[src/core/ciopl_defines.svh]
// Register map, reset values and field positions of the port logic.
// Included by the filter and port logic modules; definitions only.
`ifndef CIOPL_DEFINES_SVH
`define CIOPL_DEFINES_SVH

// ----------------------------------------------------------------
// Register map (byte addresses)
// ----------------------------------------------------------------
// Ports 0..3 each own a 16-byte block: haddr[5:4] picks the port
`define CIOPL_PORT_BLOCK_SEL 2'b00
`define CIOPL_SUB_LATCH 2'h0
`define CIOPL_SUB_CFG_A 2'h1
`define CIOPL_SUB_CFG_B 2'h2
`define CIOPL_SUB_PINS 2'h3
`define CIOPL_OFS_P0_LATCH 8'h00
`define CIOPL_OFS_DIG_IN_DIS 8'h40
`define CIOPL_OFS_USER_CFG1 8'h44

// ----------------------------------------------------------------
// Reset values and fields
// ----------------------------------------------------------------
`define CIOPL_RST_LATCH 8'hFF
`define CIOPL_RST_CFG_A 8'hFF
`define CIOPL_RST_CFG_B 8'h00
`define CIOPL_RST_DIG_IN_DIS 8'h00
`define CIOPL_DIG_IN_DIS_MASK 8'h3E
`define CIOPL_RPE_BIT 6
`define CIOPL_USER_CFG1_MASK 8'h40
// Port 1 pins whose configuration is pinned
`define CIOPL_P1_FORCE_A 8'h2C
`define CIOPL_P1_CLEAR_B 8'h20
`define CIOPL_P1_RESET_PIN 5

// ----------------------------------------------------------------
// Timing
// ----------------------------------------------------------------
`define CIOPL_CLK_MHZ 50
`define CIOPL_GLITCH_NS 40
`define CIOPL_GLITCH_CYC ((`CIOPL_GLITCH_NS * `CIOPL_CLK_MHZ + 999) / 1000)

`endif

[src/core/ciopl_pkg.sv]
// Types shared by the port logic modules.
// Assumes the defines header sits beside it.
package ciopl_pkg;

    // Drive type, coded as {cfg_a bit, cfg_b bit}
    typedef enum logic [1:0] {
        CIOPL_QUASI = 2'h0,
        CIOPL_PUSH_PULL = 2'h1,
        CIOPL_INPUT_ONLY = 2'h2,
        CIOPL_OPEN_DRAIN = 2'h3
    } ciopl_mode_t;

    // Bus slave states, one-hot
    typedef enum logic [3:0] {
        CIOPL_ST_IDLE = 4'h1,
        CIOPL_ST_WRITE = 4'h2,
        CIOPL_ST_RD_LOAD = 4'h4,
        CIOPL_ST_RD_DONE = 4'h8
    } ciopl_bus_state_t;

    // Drive of one pad
    typedef struct packed {
        logic strong_oe;
        logic strong_out;
        logic weak_pullup;
    } ciopl_pin_drive_t;

    // Captured AHB address phase
    typedef struct packed {
        logic [7:0] addr;
        logic write;
    } ciopl_ahb_req_t;

endpackage

[src/core/ciopl_pin_filter.sv]
// Input conditioner of one pad: three-stage synchroniser plus glitch
// filter. Assumes an asynchronous pad level and one clock domain.
`timescale 1ns/1ps
`include "ciopl_defines.svh"

module ciopl_pin_filter #(
    parameter int FILTER_LEN = `CIOPL_GLITCH_CYC,
    parameter logic RESET_LEVEL = 1'b1
) (
    input wire logic hclk,
    input wire logic hresetn,
    input wire logic pin_async,
    output logic pin_clean
);
    logic sync_a;
    logic sync_b;
    logic sync_c;
    logic [7:0] stable_cnt;
    wire agree = (sync_b == sync_c);
    wire differs = agree && (sync_c != pin_clean);
    wire settled = (stable_cnt >= 8'(FILTER_LEN - 1));

    // ------------------------------------------------------------
    // Synchroniser; only sync_b reads sync_a
    // ------------------------------------------------------------
    always_ff @(posedge hclk or negedge hresetn) begin
        if (!hresetn) begin
            sync_a <= RESET_LEVEL; // Idle level: no false edge
            sync_b <= RESET_LEVEL;
            sync_c <= RESET_LEVEL;
        end else begin
            sync_a <= pin_async;
            sync_b <= sync_a;
            sync_c <= sync_b;
        end
    end

    // Pulses shorter than the filter length never reach the core
    always_ff @(posedge hclk or negedge hresetn) begin
        if (!hresetn) begin
            stable_cnt <= 8'h00;
            pin_clean <= RESET_LEVEL;
        end else if (!differs) begin
            stable_cnt <= 8'h00;
        end else if (settled) begin
            stable_cnt <= 8'h00;
            pin_clean <= sync_c;
        end else begin
            stable_cnt <= stable_cnt + 8'h01;
        end
    end

endmodule // ciopl_pin_filter

[src/core/ciopl_port_logic.sv]
// Configurable I/O port logic: four ports, per-pin drive type, port
// latches, digital input disable and reset-pin selection, all behind
// an AHB-Lite slave.
// Assumes the pads resolve strong drive, weak pull-up and external
// levels; the chip reset logic consumes ext_reset_n.
// Assumes hready is this slave's own hreadyout, the only slave.
//
// Function
// Four ports of 8, 8, 5, 2 bits.
// Each pin picks drive type via two registers.
// Port 1 bit 5 always input, unconfigurable.
// Port 1 bits 2,3 input-only or open-drain.
// Quasi: latch one weak high, zero strong low.
// Open-drain: no pull-up, pull-down when latch zero.
// Input-only: no drivers enabled, pin floats.
// Push-pull: strong high while latch holds one.
// Every input passes synchroniser and glitch filter.
// Analog pins disable output via input-only drive.
// Port 0 bits 1..5 disable digital inputs.
// Those disable bits clear on every reset.
// All pins input-only after power-up.
// Reset-pin enable makes port1 bit5 reset input.
// Codes: 00 quasi, 01 push, 10 input, 11 open-drain.
`timescale 1ns/1ps
`include "ciopl_defines.svh"

module ciopl_port_logic
    import ciopl_pkg::*;
#(
    parameter int P0_WIDTH = 8,
    parameter int P1_WIDTH = 8,
    parameter int P2_WIDTH = 5,
    parameter int P3_WIDTH = 2,
    parameter logic RPE_DEFAULT = 1'b0,
    parameter int FILTER_LEN = `CIOPL_GLITCH_CYC,
    parameter int PIN_COUNT = P0_WIDTH + P1_WIDTH + P2_WIDTH + P3_WIDTH
) (
    input wire logic hclk,
    input wire logic hresetn,
    input wire logic hsel,
    input wire logic [31:0] haddr,
    input wire logic [1:0] htrans,
    input wire logic hwrite,
    input wire logic [2:0] hsize,
    input wire logic [31:0] hwdata,
    input wire logic hready,
    output logic hreadyout,
    output logic hresp,
    output logic [31:0] hrdata,
    input wire logic [PIN_COUNT-1:0] pin_in,
    output logic [PIN_COUNT-1:0] pin_out,
    output logic [PIN_COUNT-1:0] pin_oe,
    output logic [PIN_COUNT-1:0] pin_weak_pullup,
    output logic ext_reset_n
);

    // ------------------------------------------------------------
    // Port geometry
    // ------------------------------------------------------------
    localparam int PW [4] = '{P0_WIDTH, P1_WIDTH, P2_WIDTH, P3_WIDTH};
    // First index of each port in the pin vectors
    localparam int PBASE [4] = '{0, P0_WIDTH, P0_WIDTH + P1_WIDTH,
        P0_WIDTH + P1_WIDTH + P2_WIDTH};

    // Implemented bits of each port; absent bits stay zero
    localparam logic [7:0] PMASK [4] = '{
        8'((9'h001 << P0_WIDTH) - 9'h001),
        8'((9'h001 << P1_WIDTH) - 9'h001),
        8'((9'h001 << P2_WIDTH) - 9'h001),
        8'((9'h001 << P3_WIDTH) - 9'h001)
    };

    // Port 1 codes held by hardware: bit 5 input-only,
    // bits 2 and 3 never drive high
    localparam logic [7:0] FORCE_A [4] = '{8'h00, `CIOPL_P1_FORCE_A,
        8'h00, 8'h00};
    localparam logic [7:0] CLEAR_B [4] = '{8'h00, `CIOPL_P1_CLEAR_B,
        8'h00, 8'h00};

    function automatic logic [7:0] width_mask(input int w);
        width_mask = 8'((9'h001 << w) - 9'h001);
    endfunction

    // ------------------------------------------------------------
    // Drive decode
    // ------------------------------------------------------------
    // Drive decode for one pin from its mode and latch bit
    // Weak pull-up only in quasi mode; an outside low overrides it.
    // Strong high only in push-pull, so open-drain needs a pull-up.
    function automatic ciopl_pin_drive_t drive_of(input ciopl_mode_t m,
                                                  input logic l);
        ciopl_pin_drive_t d;
        d = '0;
        unique case (m)
            CIOPL_QUASI: begin
                d.strong_oe = ~l;
                d.weak_pullup = l;
            end
            CIOPL_PUSH_PULL: begin
                d.strong_oe = 1'b1;
                d.strong_out = l;
            end
            CIOPL_INPUT_ONLY: begin
                d = '0;
            end
            CIOPL_OPEN_DRAIN: begin
                d.strong_oe = ~l;
            end
        endcase
        return d;
    endfunction

    // ------------------------------------------------------------
    // Storage
    // ------------------------------------------------------------
    // Port latches and the two configuration planes
    logic [7:0] latch [4];
    logic [7:0] cfg_a [4];
    logic [7:0] cfg_b [4];

    // Port 0 digital input disable and user configuration byte
    logic [7:0] dig_in_dis;
    logic [7:0] user_cfg1;

    // Filtered pad levels, zero above each port's width
    logic [7:0] pin_val [4];

    // Captured address phase and slave state
    ciopl_ahb_req_t req;
    ciopl_bus_state_t state;
    ciopl_bus_state_t next_state;

    // ------------------------------------------------------------
    // AHB-Lite address and data phase decode
    // ------------------------------------------------------------
    // Only whole-word transfers are expected, so hsize is not decoded
    // haddr above bit 7 is not decoded, so the map repeats
    // A phase is taken only while the bus is ready
    wire ap_take = hsel && htrans[1] && hready;
    wire wr_phase = (state == CIOPL_ST_WRITE);
    wire in_port_block = (req.addr[7:6] == `CIOPL_PORT_BLOCK_SEL);
    wire [1:0] sel_port = req.addr[5:4];
    wire [1:0] sel_sub = req.addr[3:2];
    wire hit_dis = (req.addr == `CIOPL_OFS_DIG_IN_DIS);
    wire hit_ucfg = (req.addr == `CIOPL_OFS_USER_CFG1);
    wire [7:0] wdata = hwdata[7:0];

    // Writes land at the end of the data phase, at the captured address
    wire wr_latch = wr_phase && in_port_block
        && (sel_sub == `CIOPL_SUB_LATCH);
    wire wr_cfg_a = wr_phase && in_port_block
        && (sel_sub == `CIOPL_SUB_CFG_A);
    wire wr_cfg_b = wr_phase && in_port_block
        && (sel_sub == `CIOPL_SUB_CFG_B);
    wire wr_dis = wr_phase && hit_dis;
    wire wr_ucfg = wr_phase && hit_ucfg;

    // Reset pin function enable
    wire reset_pin_enable = user_cfg1[`CIOPL_RPE_BIT];

    // Masked write values; pinned port 1 bits keep their forced codes
    wire [7:0] wmask = width_mask(PW[sel_port]);
    wire [7:0] next_latch = wdata & wmask;
    wire [7:0] next_cfg_a = (wdata & wmask) | FORCE_A[sel_port];
    wire [7:0] next_cfg_b = wdata & wmask & ~CLEAR_B[sel_port];

    // ------------------------------------------------------------
    // Read data select
    // ------------------------------------------------------------
    // Pins register is read-only; writes to it fall through
    // Read side: disabled port 0 inputs read as zero
    wire [7:0] pins_seen = pin_val[sel_port]
        & ~((sel_port == 2'h0) ? dig_in_dis : 8'h00);
    wire [7:0] port_rd = (sel_sub == `CIOPL_SUB_LATCH) ? latch[sel_port]
        : (sel_sub == `CIOPL_SUB_CFG_A) ? cfg_a[sel_port]
        : (sel_sub == `CIOPL_SUB_CFG_B) ? cfg_b[sel_port]
        : pins_seen;
    wire [7:0] rd_mux = in_port_block ? port_rd
        : hit_dis ? dig_in_dis
        : hit_ucfg ? user_cfg1
        : 8'h00; // Unmapped reads return zero

    // ------------------------------------------------------------
    // Bus state machine
    // ------------------------------------------------------------
    // Reads take one wait state so that hrdata comes from a flop
    always_comb begin
        next_state = CIOPL_ST_IDLE;
        unique case (state)
            CIOPL_ST_RD_LOAD: begin
                next_state = CIOPL_ST_RD_DONE;
            end
            // A new phase may follow a write or the read's last cycle
            CIOPL_ST_IDLE, CIOPL_ST_WRITE, CIOPL_ST_RD_DONE: begin
                if (ap_take) begin
                    next_state = hwrite ? CIOPL_ST_WRITE : CIOPL_ST_RD_LOAD;
                end
            end
            default: begin
                next_state = CIOPL_ST_IDLE;
            end
        endcase
    end

    // Only the read load cycle waits; unmapped places still answer OKAY
    assign hreadyout = (state != CIOPL_ST_RD_LOAD);
    assign hresp = 1'b0;

    // State and captured address
    // Address held through the wait so the read select stays put
    always_ff @(posedge hclk or negedge hresetn) begin
        if (!hresetn) begin
            state <= CIOPL_ST_IDLE;
            req <= '0;
        end else begin
            state <= next_state;
            if (ap_take) begin
                req <= '{addr: haddr[7:0], write: hwrite};
            end
        end
    end

    // Read data flop, loaded in the wait cycle
    // Writes leave it untouched, so it stands until the next read
    always_ff @(posedge hclk or negedge hresetn) begin
        if (!hresetn) begin
            hrdata <= 32'h0000_0000;
        end else if (state == CIOPL_ST_RD_LOAD) begin
            hrdata <= {24'h00_0000, rd_mux};
        end
    end

    // ------------------------------------------------------------
    // Port registers
    // ------------------------------------------------------------
    // Latches reset high, cut to each port's width
    always_ff @(posedge hclk or negedge hresetn) begin
        if (!hresetn) begin
            for (int p = 0; p < 4; p++) begin
                latch[p] <= `CIOPL_RST_LATCH & PMASK[p];
            end
        end else if (wr_latch) begin
            latch[sel_port] <= next_latch;
        end
    end

    // Configuration resets to input-only on every pin
    always_ff @(posedge hclk or negedge hresetn) begin
        if (!hresetn) begin
            for (int p = 0; p < 4; p++) begin
                cfg_a[p] <= `CIOPL_RST_CFG_A & PMASK[p];
            end
        end else if (wr_cfg_a) begin
            cfg_a[sel_port] <= next_cfg_a;
        end
    end

    // Second plane; zero completes the input-only code
    always_ff @(posedge hclk or negedge hresetn) begin
        if (!hresetn) begin
            for (int p = 0; p < 4; p++) begin
                cfg_b[p] <= `CIOPL_RST_CFG_B & PMASK[p];
            end
        end else if (wr_cfg_b) begin
            cfg_b[sel_port] <= next_cfg_b;
        end
    end

    // Digital input disable and user configuration
    // Only the documented bits are kept; the rest read zero
    always_ff @(posedge hclk or negedge hresetn) begin
        if (!hresetn) begin
            dig_in_dis <= `CIOPL_RST_DIG_IN_DIS;
            user_cfg1 <= 8'(RPE_DEFAULT) << `CIOPL_RPE_BIT;
        end else begin
            if (wr_dis) begin
                dig_in_dis <= wdata & `CIOPL_DIG_IN_DIS_MASK;
            end
            if (wr_ucfg) begin
                user_cfg1 <= wdata & `CIOPL_USER_CFG1_MASK;
            end
        end
    end

    // ------------------------------------------------------------
    // Pads: per-pin drive and input conditioning
    // ------------------------------------------------------------
    // Pad drive is registered so the pads never see decode glitches
    // Filters reset high, the idle level of a pulled-up pad
    for (genvar p = 0; p < 4; p++) begin : g_port
        for (genvar b = 0; b < 8; b++) begin : g_bit
            if (b < PW[p]) begin : g_pin
                localparam int IDX = PBASE[p] + b;
                ciopl_mode_t mode;
                ciopl_pin_drive_t drv;
                logic clean;
                assign mode = ciopl_mode_t'({cfg_a[p][b], cfg_b[p][b]});
                assign drv = drive_of(mode, latch[p][b]);

                ciopl_pin_filter #(
                    .FILTER_LEN(FILTER_LEN),
                    .RESET_LEVEL(1'b1)
                ) u_filter (
                    .hclk(hclk),
                    .hresetn(hresetn),
                    .pin_async(pin_in[IDX]),
                    .pin_clean(clean)
                );

                assign pin_val[p][b] = clean;

                // Drive flops reset to input-only
                always_ff @(posedge hclk or negedge hresetn) begin
                    if (!hresetn) begin
                        pin_oe[IDX] <= 1'b0;
                        pin_out[IDX] <= 1'b0;
                        pin_weak_pullup[IDX] <= 1'b0;
                    end else begin
                        pin_oe[IDX] <= drv.strong_oe;
                        pin_out[IDX] <= drv.strong_out;
                        pin_weak_pullup[IDX] <= drv.weak_pullup;
                    end
                end
            end else begin : g_absent
                // Absent bits of narrow ports read zero
                assign pin_val[p][b] = 1'b0;
            end
        end
    end

    // ------------------------------------------------------------
    // Reset pin function
    // ------------------------------------------------------------
    // Filtered level keeps pad noise from resetting the chip
    wire rst_pin_level = pin_val[1][`CIOPL_P1_RESET_PIN];
    wire rst_pin_request = reset_pin_enable && !rst_pin_level;

    // The power-up override of the enable is left to the chip reset
    always_ff @(posedge hclk or negedge hresetn) begin
        if (!hresetn) begin
            ext_reset_n <= 1'b1;
        end else begin
            ext_reset_n <= ~rst_pin_request;
        end
    end

endmodule // ciopl_port_logic

[config.mk]
export PLATFORM = sky130hd
export DESIGN_NAME = ciopl_port_logic
export DESIGN_NICKNAME = d
export VERILOG_FILES = /design/src/core/ciopl_pkg.sv /design/src/core/ciopl_pin_filter.sv /design/src/core/ciopl_port_logic.sv
export VERILOG_INCLUDE_DIRS = /design/src /design/src/core
export SDC_FILE = /design/constraint.sdc
export NUM_CORES = 1
export LEC_CHECK = 0
export BUFFER_PORTS_ARGS = -buffer_cell sky130_fd_sc_hd__buf_2
export CORE_MARGIN = 2
export CORE_UTILIZATION = 45
export DETAILED_ROUTE_END_ITERATION = 6
export GPL_TIMING_DRIVEN = 0
export PLACE_DENSITY = 0.64
export SYNTH_ARGS = -nofsm -noshare
export SYNTH_HDL_FRONTEND = slang
export SYNTH_SLANG_ARGS = --single-unit
[constraint.sdc]
create_clock -name hclk -period 3.8 [get_ports hclk]
set_input_delay 0.38 -clock hclk [delete_from_list [all_inputs] [get_ports hclk]]
set_output_delay 0.38 -clock hclk [all_outputs]
set_load 0.01 [all_outputs]
==> metrics, run 1 <==
status complete, no violations; Startpoint Class flop; initial drt markers 588; initial antenna violation count 2; drt pass-1 iters 5; hold slack 0.04785 ns; Register Area 11,890 µm²; ys flop type dfrtp_1; worst hold-check path type in -> reg; r2r setup slk 1.08 ns; DP Worst Slack 1.216 ns; post-synthesis sequential area ratio 61.46%; via count 11,600; Final ANT Viol Nets 0; Critical Path AT 3.20 ns; Multi-input gate area 7101 µm²; CP max stage delay 0.81 ns; final setup fails 0; Slew HR 37.30%; CTS root buf clkbuf_16; slowest CP cell nand4_1; largest net degree at the start of global routing 124; FF-to-FF path depth 4; nets 2,071; Max Slew Vio Count 0; average size of a mapped cell 12.95 µm²; first-pass GRT wire length 62,040 µm; commonest non-fill, non-tap cells in the layout dfrtp_1 (328), inv_1 (154), conb_1 (142); Fill cells 3,555; Worst Path Max Fanout 10; Final Hold Viols 0; Distinct cells, synth 61; critical path cell sequence clkbuf_1, nor2_1, nand4_1, mux2_2; RSZ-0062 raised after global routing no; vias per inst 4.808; CTS buffer count 49; Final Worst Setup Slack 1.079 ns; antenna cells 0; RR Endpoint latch[27]$_DFFE_PN1P_; Leakage 11.00 nW; # Post-CTS Setup Buffers 0; #FFs+latches synth 468; worst vdd ir 0.2473 mV; PD cells 481.5 nW/µm²; number of H-tree levels 2; Gate Count Post-Synth 1,493; max-cap viol count 0; Worst Setup EP latch[27]$_DFFE_PN1P_; core area 42,230 µm²; num rows 75; CP Data Required Time 4.28 ns; Layout area overhead 19.48%; Horiz. Die Dim 211.3 µm; Critical Path Start req[3]$_DFFE_PN0N_; commonest non-fill, non-tap cell in the layout dfrtp_1; Total Power 11.13 mW; EDFF count, synth 0; # clock sinks 468; final wirelength 38,520 µm; post-layout min period 2.721 ns; CTS tree done; GPL Wtd Cong 0.8281; Fmax 0.3676 GHz; worst min-delay path startpoint haddr[1]; gr ovfl total 0; Tcrit/Tclk final 71.59%; Final Skew 0.01827 ns; FF-to-FF Start req[3]$_DFFE_PN0N_; die height 211.3 µm; # port buffers 122; I/O Pins 201; drc violations 0; maximum clock insertion buffer count 3; Post-Syn Area 19,340 µm²; Synth Warn # 0; Worst-Margin Slew 0.9377 ns; initial cell density of the core 45.80%; Setup CP Type reg -> reg; fraction of layout instances using a drive strength above 1 25.15%; vias in the first global route 11,730; critical path capture point type flop; DR WL/cell 15.97 µm; CP top delay family simple AND/OR/NAND/NOR gates; GRT Overall Usage 17.81%; Post-DP HPWL 26,720 µm; clock latency on the worst-skew pair 0.57 ns; Die ar. 44,650 µm²; clk slew on worst S/H paths 0.06 ns; Critical path buffers and inverters 1; asr flop ratio synth 100.0%; WP depth 4
## layout make-up
cell class	count	share of cell area, %
Buffer	46	1.251
Clock buffer	73	6.086
Clock inverter	16	0.7797
Inverter	157	2.550
Multi-Input combinational cell	962	30.73
Sequential cell	468	51.44
Tap cell	539	2.919
Timing Repair Buffer	151	4.245
## repair_timing
item / in CTS / in global routing
gates resized for setup: 0 / 0
hold endpoints to repair: 68 / 0
setup endpoints to repair: 0 / 0
hold buffers: 25 / 0
## worst min path at each step
stage                     cells after the start  slack (ns)                                                  to
final                                         2        0.05                                  req[2]$_DFFE_PN0N_
after global placement                        0        0.35  g_port[1].g_bit[2].g_pin.u_filter.sync_b$_DFF_PN1_
after detailed placement                      0        0.35  g_port[3].g_bit[0].g_pin.u_filter.sync_b$_DFF_PN1_
after CTS                                     2        0.02                                  req[2]$_DFFE_PN0N_
after floorplan                               0        0.08                               cfg_a[13]$_DFFE_PN0P_
after global routing                          2        0.02                                  req[2]$_DFFE_PN0N_
## cells in the mapped netlist, types with 2 or more instances
| cell type | count | area (µm²) |
|---|---|---|
| a21o_1 | 3 | 22.52 |
| a21oi_1 | 11 | 55.05 |
| a22o_1 | 4 | 35.03 |
| a22oi_1 | 2 | 15.01 |
| a31oi_1 | 6 | 37.54 |
| a41oi_1 | 20 | 175.2 |
| and2_0 | 5 | 31.28 |
| and2_1 | 85 | 531.8 |
| and3_1 | 3 | 18.77 |
| and4_1 | 21 | 183.9 |
| buf_1 | 2 | 7.510 |
| buf_2 | 6 | 30.03 |
| buf_4 | 27 | 202.7 |
| clkbuf_1 | 10 | 37.54 |
| clkinv_1 | 3 | 11.26 |
| conb_1 | 2 | 7.510 |
| dfrtp_1 | 328 | 8208 |
| dfstp_2 | 140 | 3679 |
| ha_1 | 139 | 1739 |
| inv_1 | 154 | 578.1 |
| mux2_1 | 5 | 56.30 |
| mux2_2 | 62 | 698.2 |
| mux2i_1 | 37 | 370.4 |
| mux4_2 | 21 | 473.0 |
| nand2_1 | 76 | 285.3 |
| nand2b_1 | 6 | 37.54 |
| nand3_1 | 4 | 20.02 |
| nand3b_1 | 3 | 22.52 |
| nand4_1 | 9 | 56.30 |
| nand4_2 | 3 | 37.54 |
| nor2_1 | 111 | 416.7 |
| nor2b_1 | 6 | 37.54 |
| nor3b_1 | 21 | 157.7 |
| nor4_1 | 23 | 143.9 |
| nor4b_1 | 3 | 26.28 |
| o21ai_0 | 77 | 385.4 |
| o221ai_1 | 4 | 35.03 |
| o2bb2ai_1 | 3 | 26.28 |
| o31ai_1 | 4 | 30.03 |
| or2_2 | 2 | 12.51 |
| or3b_2 | 2 | 17.52 |
| xnor2_1 | 21 | 183.9 |
## report_power, final
group	leakage, nW	internal (mW)	switching, mW	total (mW)
Clock	0.790	2.82	1.89	4.71
Combinational	4.60	0.396	0.550	0.946
Sequential	5.61	5.29	0.182	5.47
Total	11.0	8.50	2.62	11.1
## routing by layer
metal  track usage [%]  vias up  wire [µm]  part of all wire (%)
met3             4.183       81       2340                   6.1
met1             23.34     5718      16560                    43
met2             29.36      280      18500                    48
met4             5.755        2       1106                   2.9
met5                 0        -         13                 0.034
li1                  -     5516          -                     -
## cells by family (layout without fill, tap and decap cells)
group                    count (synthesis)  in the layout  share of synthesized area [%]
other                                    2            142                        0.03883
XOR/XNOR                                21             21                         0.9510
AND/OR/NAND/NOR                        391            391                          11.08
buffers and inverters                  203            443                          4.542
flip-flops                             468            468                          61.46
adder cells (fa/ha/maj)                139            139                          8.993
multiplexers                           125            125                          8.262
AO/OA/AOI/OAI                          144            144                          4.671
## registers in the layout, summed over array words and instances (netlist names), 23 cells and up
register	count
g_port.g_bit.g_pin.u_filter.sync_c	23
g_port.g_bit.g_pin.u_filter.stable_cnt	184
g_port.g_bit.g_pin.u_filter.sync_b	23
pin_out	23
pin_weak_pullup	23
g_port.g_bit.g_pin.u_filter.pin_clean	23
pin_oe	23
latch	32
g_port.g_bit.g_pin.u_filter.sync_a	23
cfg_a	32
cfg_b	32
## per-stage QoR
stage / area [µm²] / setup TNS, ns / util [%] / instances
after floorplan: 19870 / 0 / - / 1633
after global placement: 21150 / -2697.35 / 50.09 / 2294
after detailed placement: 21270 / 0 / 50.37 / 2298
after CTS: 23110 / 0 / 54.72 / 2412
after global routing: 23110 / 0 / 54.72 / 2412
final: 23110 / 0 / 54.72 / 2412
(Power assumes the default switching activity.)
==> inputs of run 2 (changes only) <==
PLACE_DENSITY = 0.66   (was 0.64)
clock period = 2.3 ns   (was 3.8 ns; I/O delays follow)
==> run 2 against run 1 <==
The run now ends with setup timing left. First-iteration DRC count up 23%. Largest cell class unchanged. Die area unchanged. Critical path type unchanged. Non-clock buffer count up 34. Flip-flop and latch count unchanged. Count of clock-buffer cells in the layout up 6. Cell area up 1.6%.
==> metrics, run 2 (synthesis gave the netlist of run 1 again) <==
Final Skew 0.01753 ns (was 0.01827 ns); GPL Wtd Cong 0.8399 (was 0.8281); Die ar. 44,650 µm² (unchanged); drc violations 0 (unchanged); FF-to-FF path depth 4 (unchanged); Sequential Power Share 48.5% (was 49.2%); RSZ-0062 raised after global routing yes (was no); Clk pwr share 43.0% (was 42.3%); Fmax 0.4169 GHz (was 0.3676 GHz); antenna cells 0 (unchanged); first-pass GRT wire length 63,130 µm (was 62,040 µm); Psw 4.363 mW (was 2.621 mW); Setup CP Type reg -> reg (unchanged); GRT Overall Usage 18.09% (was 17.81%); post-layout min period 2.399 ns (was 2.721 ns); initial cell density of the core 45.80% (unchanged); CTS root buf clkbuf_16 (unchanged); core area 42,230 µm² (unchanged); failing checks setup timing; Slew HR 43.06% (was 37.30%); status finished with violations (was complete, no violations); worst hold-check path type in -> reg (unchanged); CTS tree done (unchanged); # port buffers 122 (unchanged); initial antenna violation count 1 (was 2); hold path depth 2 (unchanged); Post-DP HPWL 26,280 µm (was 26,720 µm); clk slew on worst S/H paths 0.06 ns (about the same); Register Area 11,890 µm² (unchanged); I/O Pins 201 (unchanged); final setup fails 17 (was 0); num rows 75 (unchanged); drt pass-1 iters 5 (unchanged); Final Hold Viols 0 (unchanged); Final ANT Viol Nets 0 (unchanged); maximum clock insertion buffer count 3 (unchanged); final wirelength 38,670 µm (was 38,520 µm); die height 211.3 µm (unchanged); max-cap viol count 0 (unchanged); vias in the first global route 12,170 (was 11,730); Most flops, register g_port.g_bit.g_pin.u_filter.stable_cnt (unchanged); Worst Path Max Fanout 10 (unchanged); clock latency on the worst-skew pair 0.58 ns (was 0.57 ns); initial drt markers 723 (was 588); max reg flops 184 (unchanged); CP Data Required Time 2.79 ns (was 4.28 ns); CP max stage delay 0.57 ns (was 0.81 ns); Critical Path AT 2.89 ns (was 3.20 ns); fraction of layout instances using a drive strength above 1 25.97% (was 25.15%); PD cells 793.6 nW/µm² (was 481.5 nW/µm²); Final Worst Setup Slack -0.09873 ns (was 1.079 ns); gr ovfl total 0 (unchanged); hold slack 0.1755 ns (was 0.04785 ns); Leakage 11.17 nW (was 11.00 nW); Fill cells 3,515 (was 3,555); nets 2,105 (was 2,071); number of H-tree levels 2 (unchanged); Tcrit/Tclk final 104.3% (was 71.59%); Max Slew Vio Count 0 (unchanged); worst vdd ir 0.5195 mV (was 0.2473 mV); RR Endpoint cfg_a[20]$_DFFE_PN1P_ (was latch[27]$_DFFE_PN1P_); Layout area overhead 21.38% (was 19.48%); Startpoint Class flop (unchanged); DR WL/cell 15.79 µm (was 15.97 µm); worst min-delay path startpoint hwdata[4] (was haddr[1]); # clock sinks 468 (unchanged); internal power 14.27 mW (was 8.504 mW); CTS buffer count 49 (unchanged); Multi-input gate area 7104 µm² (was 7101 µm²); via count 11,830 (was 11,600); commonest non-fill, non-tap cell in the layout dfrtp_1 (unchanged); commonest non-fill, non-tap cells in the layout dfrtp_1 (328), inv_1 (154), conb_1 (142) (unchanged); Horiz. Die Dim 211.3 µm (unchanged); vias per inst 4.832 (was 4.808); DP Worst Slack -0.3483 ns (was 1.216 ns); r2r setup slk -0.1 ns (was 1.08 ns); Worst Hold End cfg_a[12]$_DFFE_PN1P_ (was req[2]$_DFFE_PN0N_); critical path cell sequence nor2_1, clkbuf_1, nand4_2, mux2_2 (was clkbuf_1, nor2_1, nand4_1, mux2_2); Gate power share 8.6% (was 8.5%); slowest CP cell nand4_2 (was nand4_1); critical path capture point type flop (unchanged); switching power share of the total 23.42% (was 23.56%); FF-to-FF Start req[7]$_DFFE_PN0N_ (was req[3]$_DFFE_PN0N_); largest net degree at the start of global routing 126 (was 124); Worst-Margin Slew 0.8540 ns (was 0.9377 ns)
run 2: changes by cell type in the layout (fill, tap and decap cells not counted), sizes merged:
cell | previous run | this run
clkinvlp | 0 | 2
bufinv | 4 | 3
inv | 154 | 155
clkbuf | 83 | 89
dlygate4sd3 | 25 | 40
clkinv | 15 | 10
buf | 162 | 181
run 2: power groups by stage:
stage / clock network [mW] / registers [mW] / logic (mW)
3_5_place_dp: 0 / 9.17 / 1.53
4_1_cts: 8.25 / 9.03 / 1.60
5_1_grt: 8.59 / 9.08 / 1.77
2_1_floorplan: 0 / 9.09 / 0.912
6_report: 8.00 / 9.03 / 1.60
3_3_place_gp: 0 / 9.15 / 1.48
run 2: worst max-delay path by stage:
stage                     depth (start not counted)                from  slack (ns)                                                   endpoint
after floorplan                                   4  req[8]$_DFFE_PN0N_        0.51                                  dig_in_dis[1]$_DFFE_PN0P_
after global placement                            1             hresetn       -7.94  g_port[0].g_bit[7].g_pin.u_filter.stable_cnt[0]$_DFF_PN0_
after global routing                              4  req[7]$_DFFE_PN0N_       -0.21                                      cfg_a[22]$_DFFE_PN1P_
after detailed placement                          4  req[3]$_DFFE_PN0N_       -0.35                                      latch[30]$_DFFE_PN1P_
after CTS                                         4  req[3]$_DFFE_PN0N_        0.01                                      latch[20]$_DFFE_PN1P_
final                                             4  req[7]$_DFFE_PN0N_        -0.1                                      cfg_a[20]$_DFFE_PN1P_
run 2: layout make-up:
cell class | instances | share of cell area, %
flip-flops and latches | 468 | 50.64
clock inverters | 13 | 0.6343
clock buffers | 79 | 6.482
inverters | 157 | 2.511
well taps | 539 | 2.873
plain buffers | 46 | 1.258
repair buffers | 185 | 5.341
multi-input cells | 962 | 30.26
run 2: metrics by stage:
step	TNS, ns	utilization (%)	cell area (µm²)	instances	total power, mW
after floorplan	0	-	19870	1633	10.01
after global placement	-3291.79	50.09	21150	2294	10.63
after detailed placement	-7.395	50.31	21240	2297	10.71
after CTS	0	55.52	23440	2445	18.88
after global routing	-3.315	55.59	23470	2449	19.45
final	-1.020	55.59	23470	2449	18.63
run 2: per-layer routing:
| metal | vias to the layer above | global-route usage (%) | share of wire (%) |
|---|---|---|---|
| li1 | 5599 | - | - |
| met1 | 5844 | 24.63 | 44 |
| met2 | 310 | 29.39 | 48 |
| met3 | 79 | 2.922 | 5.7 |
| met4 | 2 | 6.702 | 3.0 |
| met5 | - | 0 | 0.021 |
run 2: critical path: cells and delay by family (launching register included):
kind	cells	cell delay, ns
muxes	1	0.46
buffers and inverters	1	0.42
DFF	1	0.48
and+or+nand+nor	2	0.96
run 2: repair_timing:
action	in CTS	in global routing
pin swaps	7	2
setup buffers	16	4
setup endpoints to repair	55	24
hold buffers	40	0
resized for setup	4	0
hold endpoints to repair	126	0
==> inputs of run 3 (changes only) <==
CORE_UTILIZATION = 59   (was 45)
PLACE_DENSITY = 0.8   (was 0.66)
REMOVE_ABC_BUFFERS = 1   (was unset)
clock period = 2.5 ns   (was 2.3 ns; I/O delays follow)
==> run 3 against run 2 <==
The flow now finishes without violations. Clock skew down 0.0055 ns. Via count down 1.2%. Combinational power down 19%. Largest power group unchanged. Global-route usage up 4.3 points. Critical endpoint is now cfg_b[22]$_DFFE_PN0P_. Final cell count down 6.2%. Register-to-register slack better by 0.16 ns. First-iteration DRC count up 7.3%. Cell area down 2.2%.
==> metrics, run 3 (synthesis gave the netlist of run 1 again) <==
commonest non-fill, non-tap cells in the layout dfrtp_1 (326), inv_1 (154), conb_1 (142) (was dfrtp_1 (328), inv_1 (154), conb_1 (142)); worst hold-check path type in -> reg (unchanged); worst min-delay path startpoint hwdata[4] (unchanged); initial drt markers 776 (was 723); gr ovfl total 0 (unchanged); Most flops, register g_port.g_bit.g_pin.u_filter.stable_cnt (unchanged); Setup CP Type reg -> reg (unchanged); CTS buffer count 47 (was 49); # clock sinks 468 (unchanged); post-layout min period 2.435 ns (was 2.399 ns); CTS tree done (unchanged); initial antenna violation count 1 (unchanged); hold path depth 2 (unchanged); GRT Overall Usage 22.38% (was 18.09%); die height 185.1 µm (was 211.3 µm); # port buffers 123 (was 122); FF-to-FF path depth 3 (was 4); drt pass-1 iters 7 (was 5); DR top layer met5 (unchanged); clk slew on worst S/H paths 0.06 ns (about the same); CTS root buf clkbuf_16 (unchanged); num rows 66 (was 75); Worst Hold End dig_in_dis[4]$_DFFE_PN0P_ (was cfg_a[12]$_DFFE_PN1P_); critical path capture point type flop (unchanged); Final Hold Viols 0 (unchanged); Tcrit/Tclk final 97.42% (was 104.3%); I/O Pins 201 (unchanged); PD cells 730.5 nW/µm² (was 793.6 nW/µm²); Worst-Margin Slew 0.8318 ns (was 0.8540 ns); Startpoint Class flop (unchanged); nets 2,051 (was 2,105); Critical Path AT 2.86 ns (was 2.89 ns); RR Endpoint cfg_b[22]$_DFFE_PN0P_ (was cfg_a[20]$_DFFE_PN1P_); FF-to-FF Start state[2]$_DFF_PN0_ (was req[7]$_DFFE_PN0N_); worst vdd ir 0.4801 mV (was 0.5195 mV); antenna cells 0 (unchanged); fraction of layout instances using a drive strength above 1 24.87% (was 25.97%); drc violations 0 (unchanged); first-pass GRT wire length 60,040 µm (was 63,130 µm); Max Slew Vio Count 0 (unchanged); Post-Layout Inst Area 22,950 µm² (was 23,470 µm²); DR WL/cell 16.14 µm (was 15.79 µm); CP Data Required Time 2.93 ns (was 2.79 ns); Horiz. Die Dim 185.1 µm (was 211.3 µm); number of H-tree levels 2 (unchanged); wire length on met3 2170 µm (was 2200 µm); commonest non-fill, non-tap cell in the layout dfrtp_1 (unchanged); maximum clock insertion buffer count 3 (unchanged); Final Skew 0.01200 ns (was 0.01753 ns); Layout area overhead 18.69% (was 21.38%); status complete, no violations (was finished with violations); Final ANT Viol Nets 0 (unchanged); Worst Path Max Fanout 14 (was 10); Die ar. 34,240 µm² (was 44,650 µm²); routed length on met2 18,400 µm (was 18,490 µm); final setup fails 0 (was 17); largest net degree at the start of global routing 131 (was 126); core area 32,370 µm² (was 42,230 µm²); max reg flops 184 (unchanged); Slew HR 44.55% (was 43.06%); vias in the first global route 11,860 (was 12,170); initial cell density of the core 59.74% (was 45.80%); GPL Wtd Cong 0.8043 (was 0.8399); r2r setup slk 0.06 ns (was -0.1 ns); clock latency on the worst-skew pair 0.55 ns (was 0.58 ns); Post-DP HPWL 24,450 µm (was 26,280 µm); vias per inst 5.094 (was 4.832); Fmax 0.4106 GHz (was 0.4169 GHz); RSZ-0062 raised after global routing yes (unchanged); hold slack 0.06839 ns (was 0.1755 ns); Metal-1 WL 15,480 µm (was 16,820 µm); final wirelength 37,050 µm (was 38,670 µm); Placement Cell Area 20,890 µm² (was 21,240 µm²); Leakage 10.93 nW (was 11.17 nW); via count 11,700 (was 11,830); max-cap viol count 0 (unchanged)
## run 3: cell types whose count changed in the layout (fill, tap and decap cells not counted), sizes merged
cell,previous run,this run
clkinvlp,2,1
bufinv,3,4
buf,181,143
clkinv,10,13
inv,155,158
dlygate4sd3,40,36
clkbuf,89,69
## run 3: what timing repair did
| item | in CTS | in global routing |
|---|---|---|
| pin swaps | 4 | 3 |
| setup endpoints to repair | 47 | 34 |
| hold buffers | 35 | 1 |
| hold endpoints to repair | 92 | 1 |
| buffers inserted | 14 | 1 |
| resized for setup | 0 | 1 |
| cloned | 0 | 0 |
## run 3: area by class of cell
cell class | count | area (µm²)
timing repair buffer | 179 | 1229
inverter | 157 | 589.3
sequential | 468 | 11890
clock buffer | 69 | 1379
tap | 442 | 553.0
multi-input combinational | 962 | 7103
clock inverter | 19 | 212.7
fill | 2183 | 9417
## run 3: worst max path at each step
stage / from / endpoint / slack, ns
detailed placement: req[6]$_DFFE_PN0N_ / cfg_b[10]$_DFFE_PN0P_ / -0.32
global route: state[2]$_DFF_PN0_ / cfg_a[16]$_DFFE_PN1P_ / -0.008
floorplan: req[5]$_DFFE_PN0N_ / hrdata[1]$_DFFE_PN0N_ / -0.11
CTS: state[3]$_DFF_PN0_ / latch[0]$_DFFE_PN1P_ / 0.02
global placement: hresetn / g_port[1].g_bit[7].g_pin.u_filter.stable_cnt[2]$_DFF_PN0_ / -7.56
finish: state[2]$_DFF_PN0_ / cfg_b[22]$_DFFE_PN0P_ / 0.06
## run 3: report_power, final
group          total [mW]  internal, mW  switching, mW
Combinational        1.30         0.582          0.720
Sequential           8.39          8.04          0.353
Clock                7.08          4.25           2.83
## run 3: routing by layer
| layer | GRT usage (%) | vias to the layer above |
|---|---|---|
| li1 | - | 5484 |
| met1 | 29.67 | 5823 |
| met2 | 38.14 | 312 |
| met3 | 3.913 | 75 |
| met4 | 6.476 | 2 |
| met5 | 0 | - |
## run 3: worst max-delay path, cell delays in order, from the launching register on
cell,delay (ns)
dfrtp_1,0.46
nor4b_4,0.76
nand4_2,0.63
mux2_2,0.47
## run 3: stage by stage
step                TNS (ns)  worst slack [ns]  utilization, %  instances  power (mW)
floorplan            -0.5696           -0.1069               -       1587       9.140
global placement    -3234.00            -7.564           64.08       2152       9.664
detailed placement    -8.189           -0.3223           64.53       2157       9.755
CTS                        0           0.01580           70.85       2294       16.89
global route        -0.01385         -0.008401           70.91       2296       17.43
finish                     0           0.06461           70.91       2296       16.77
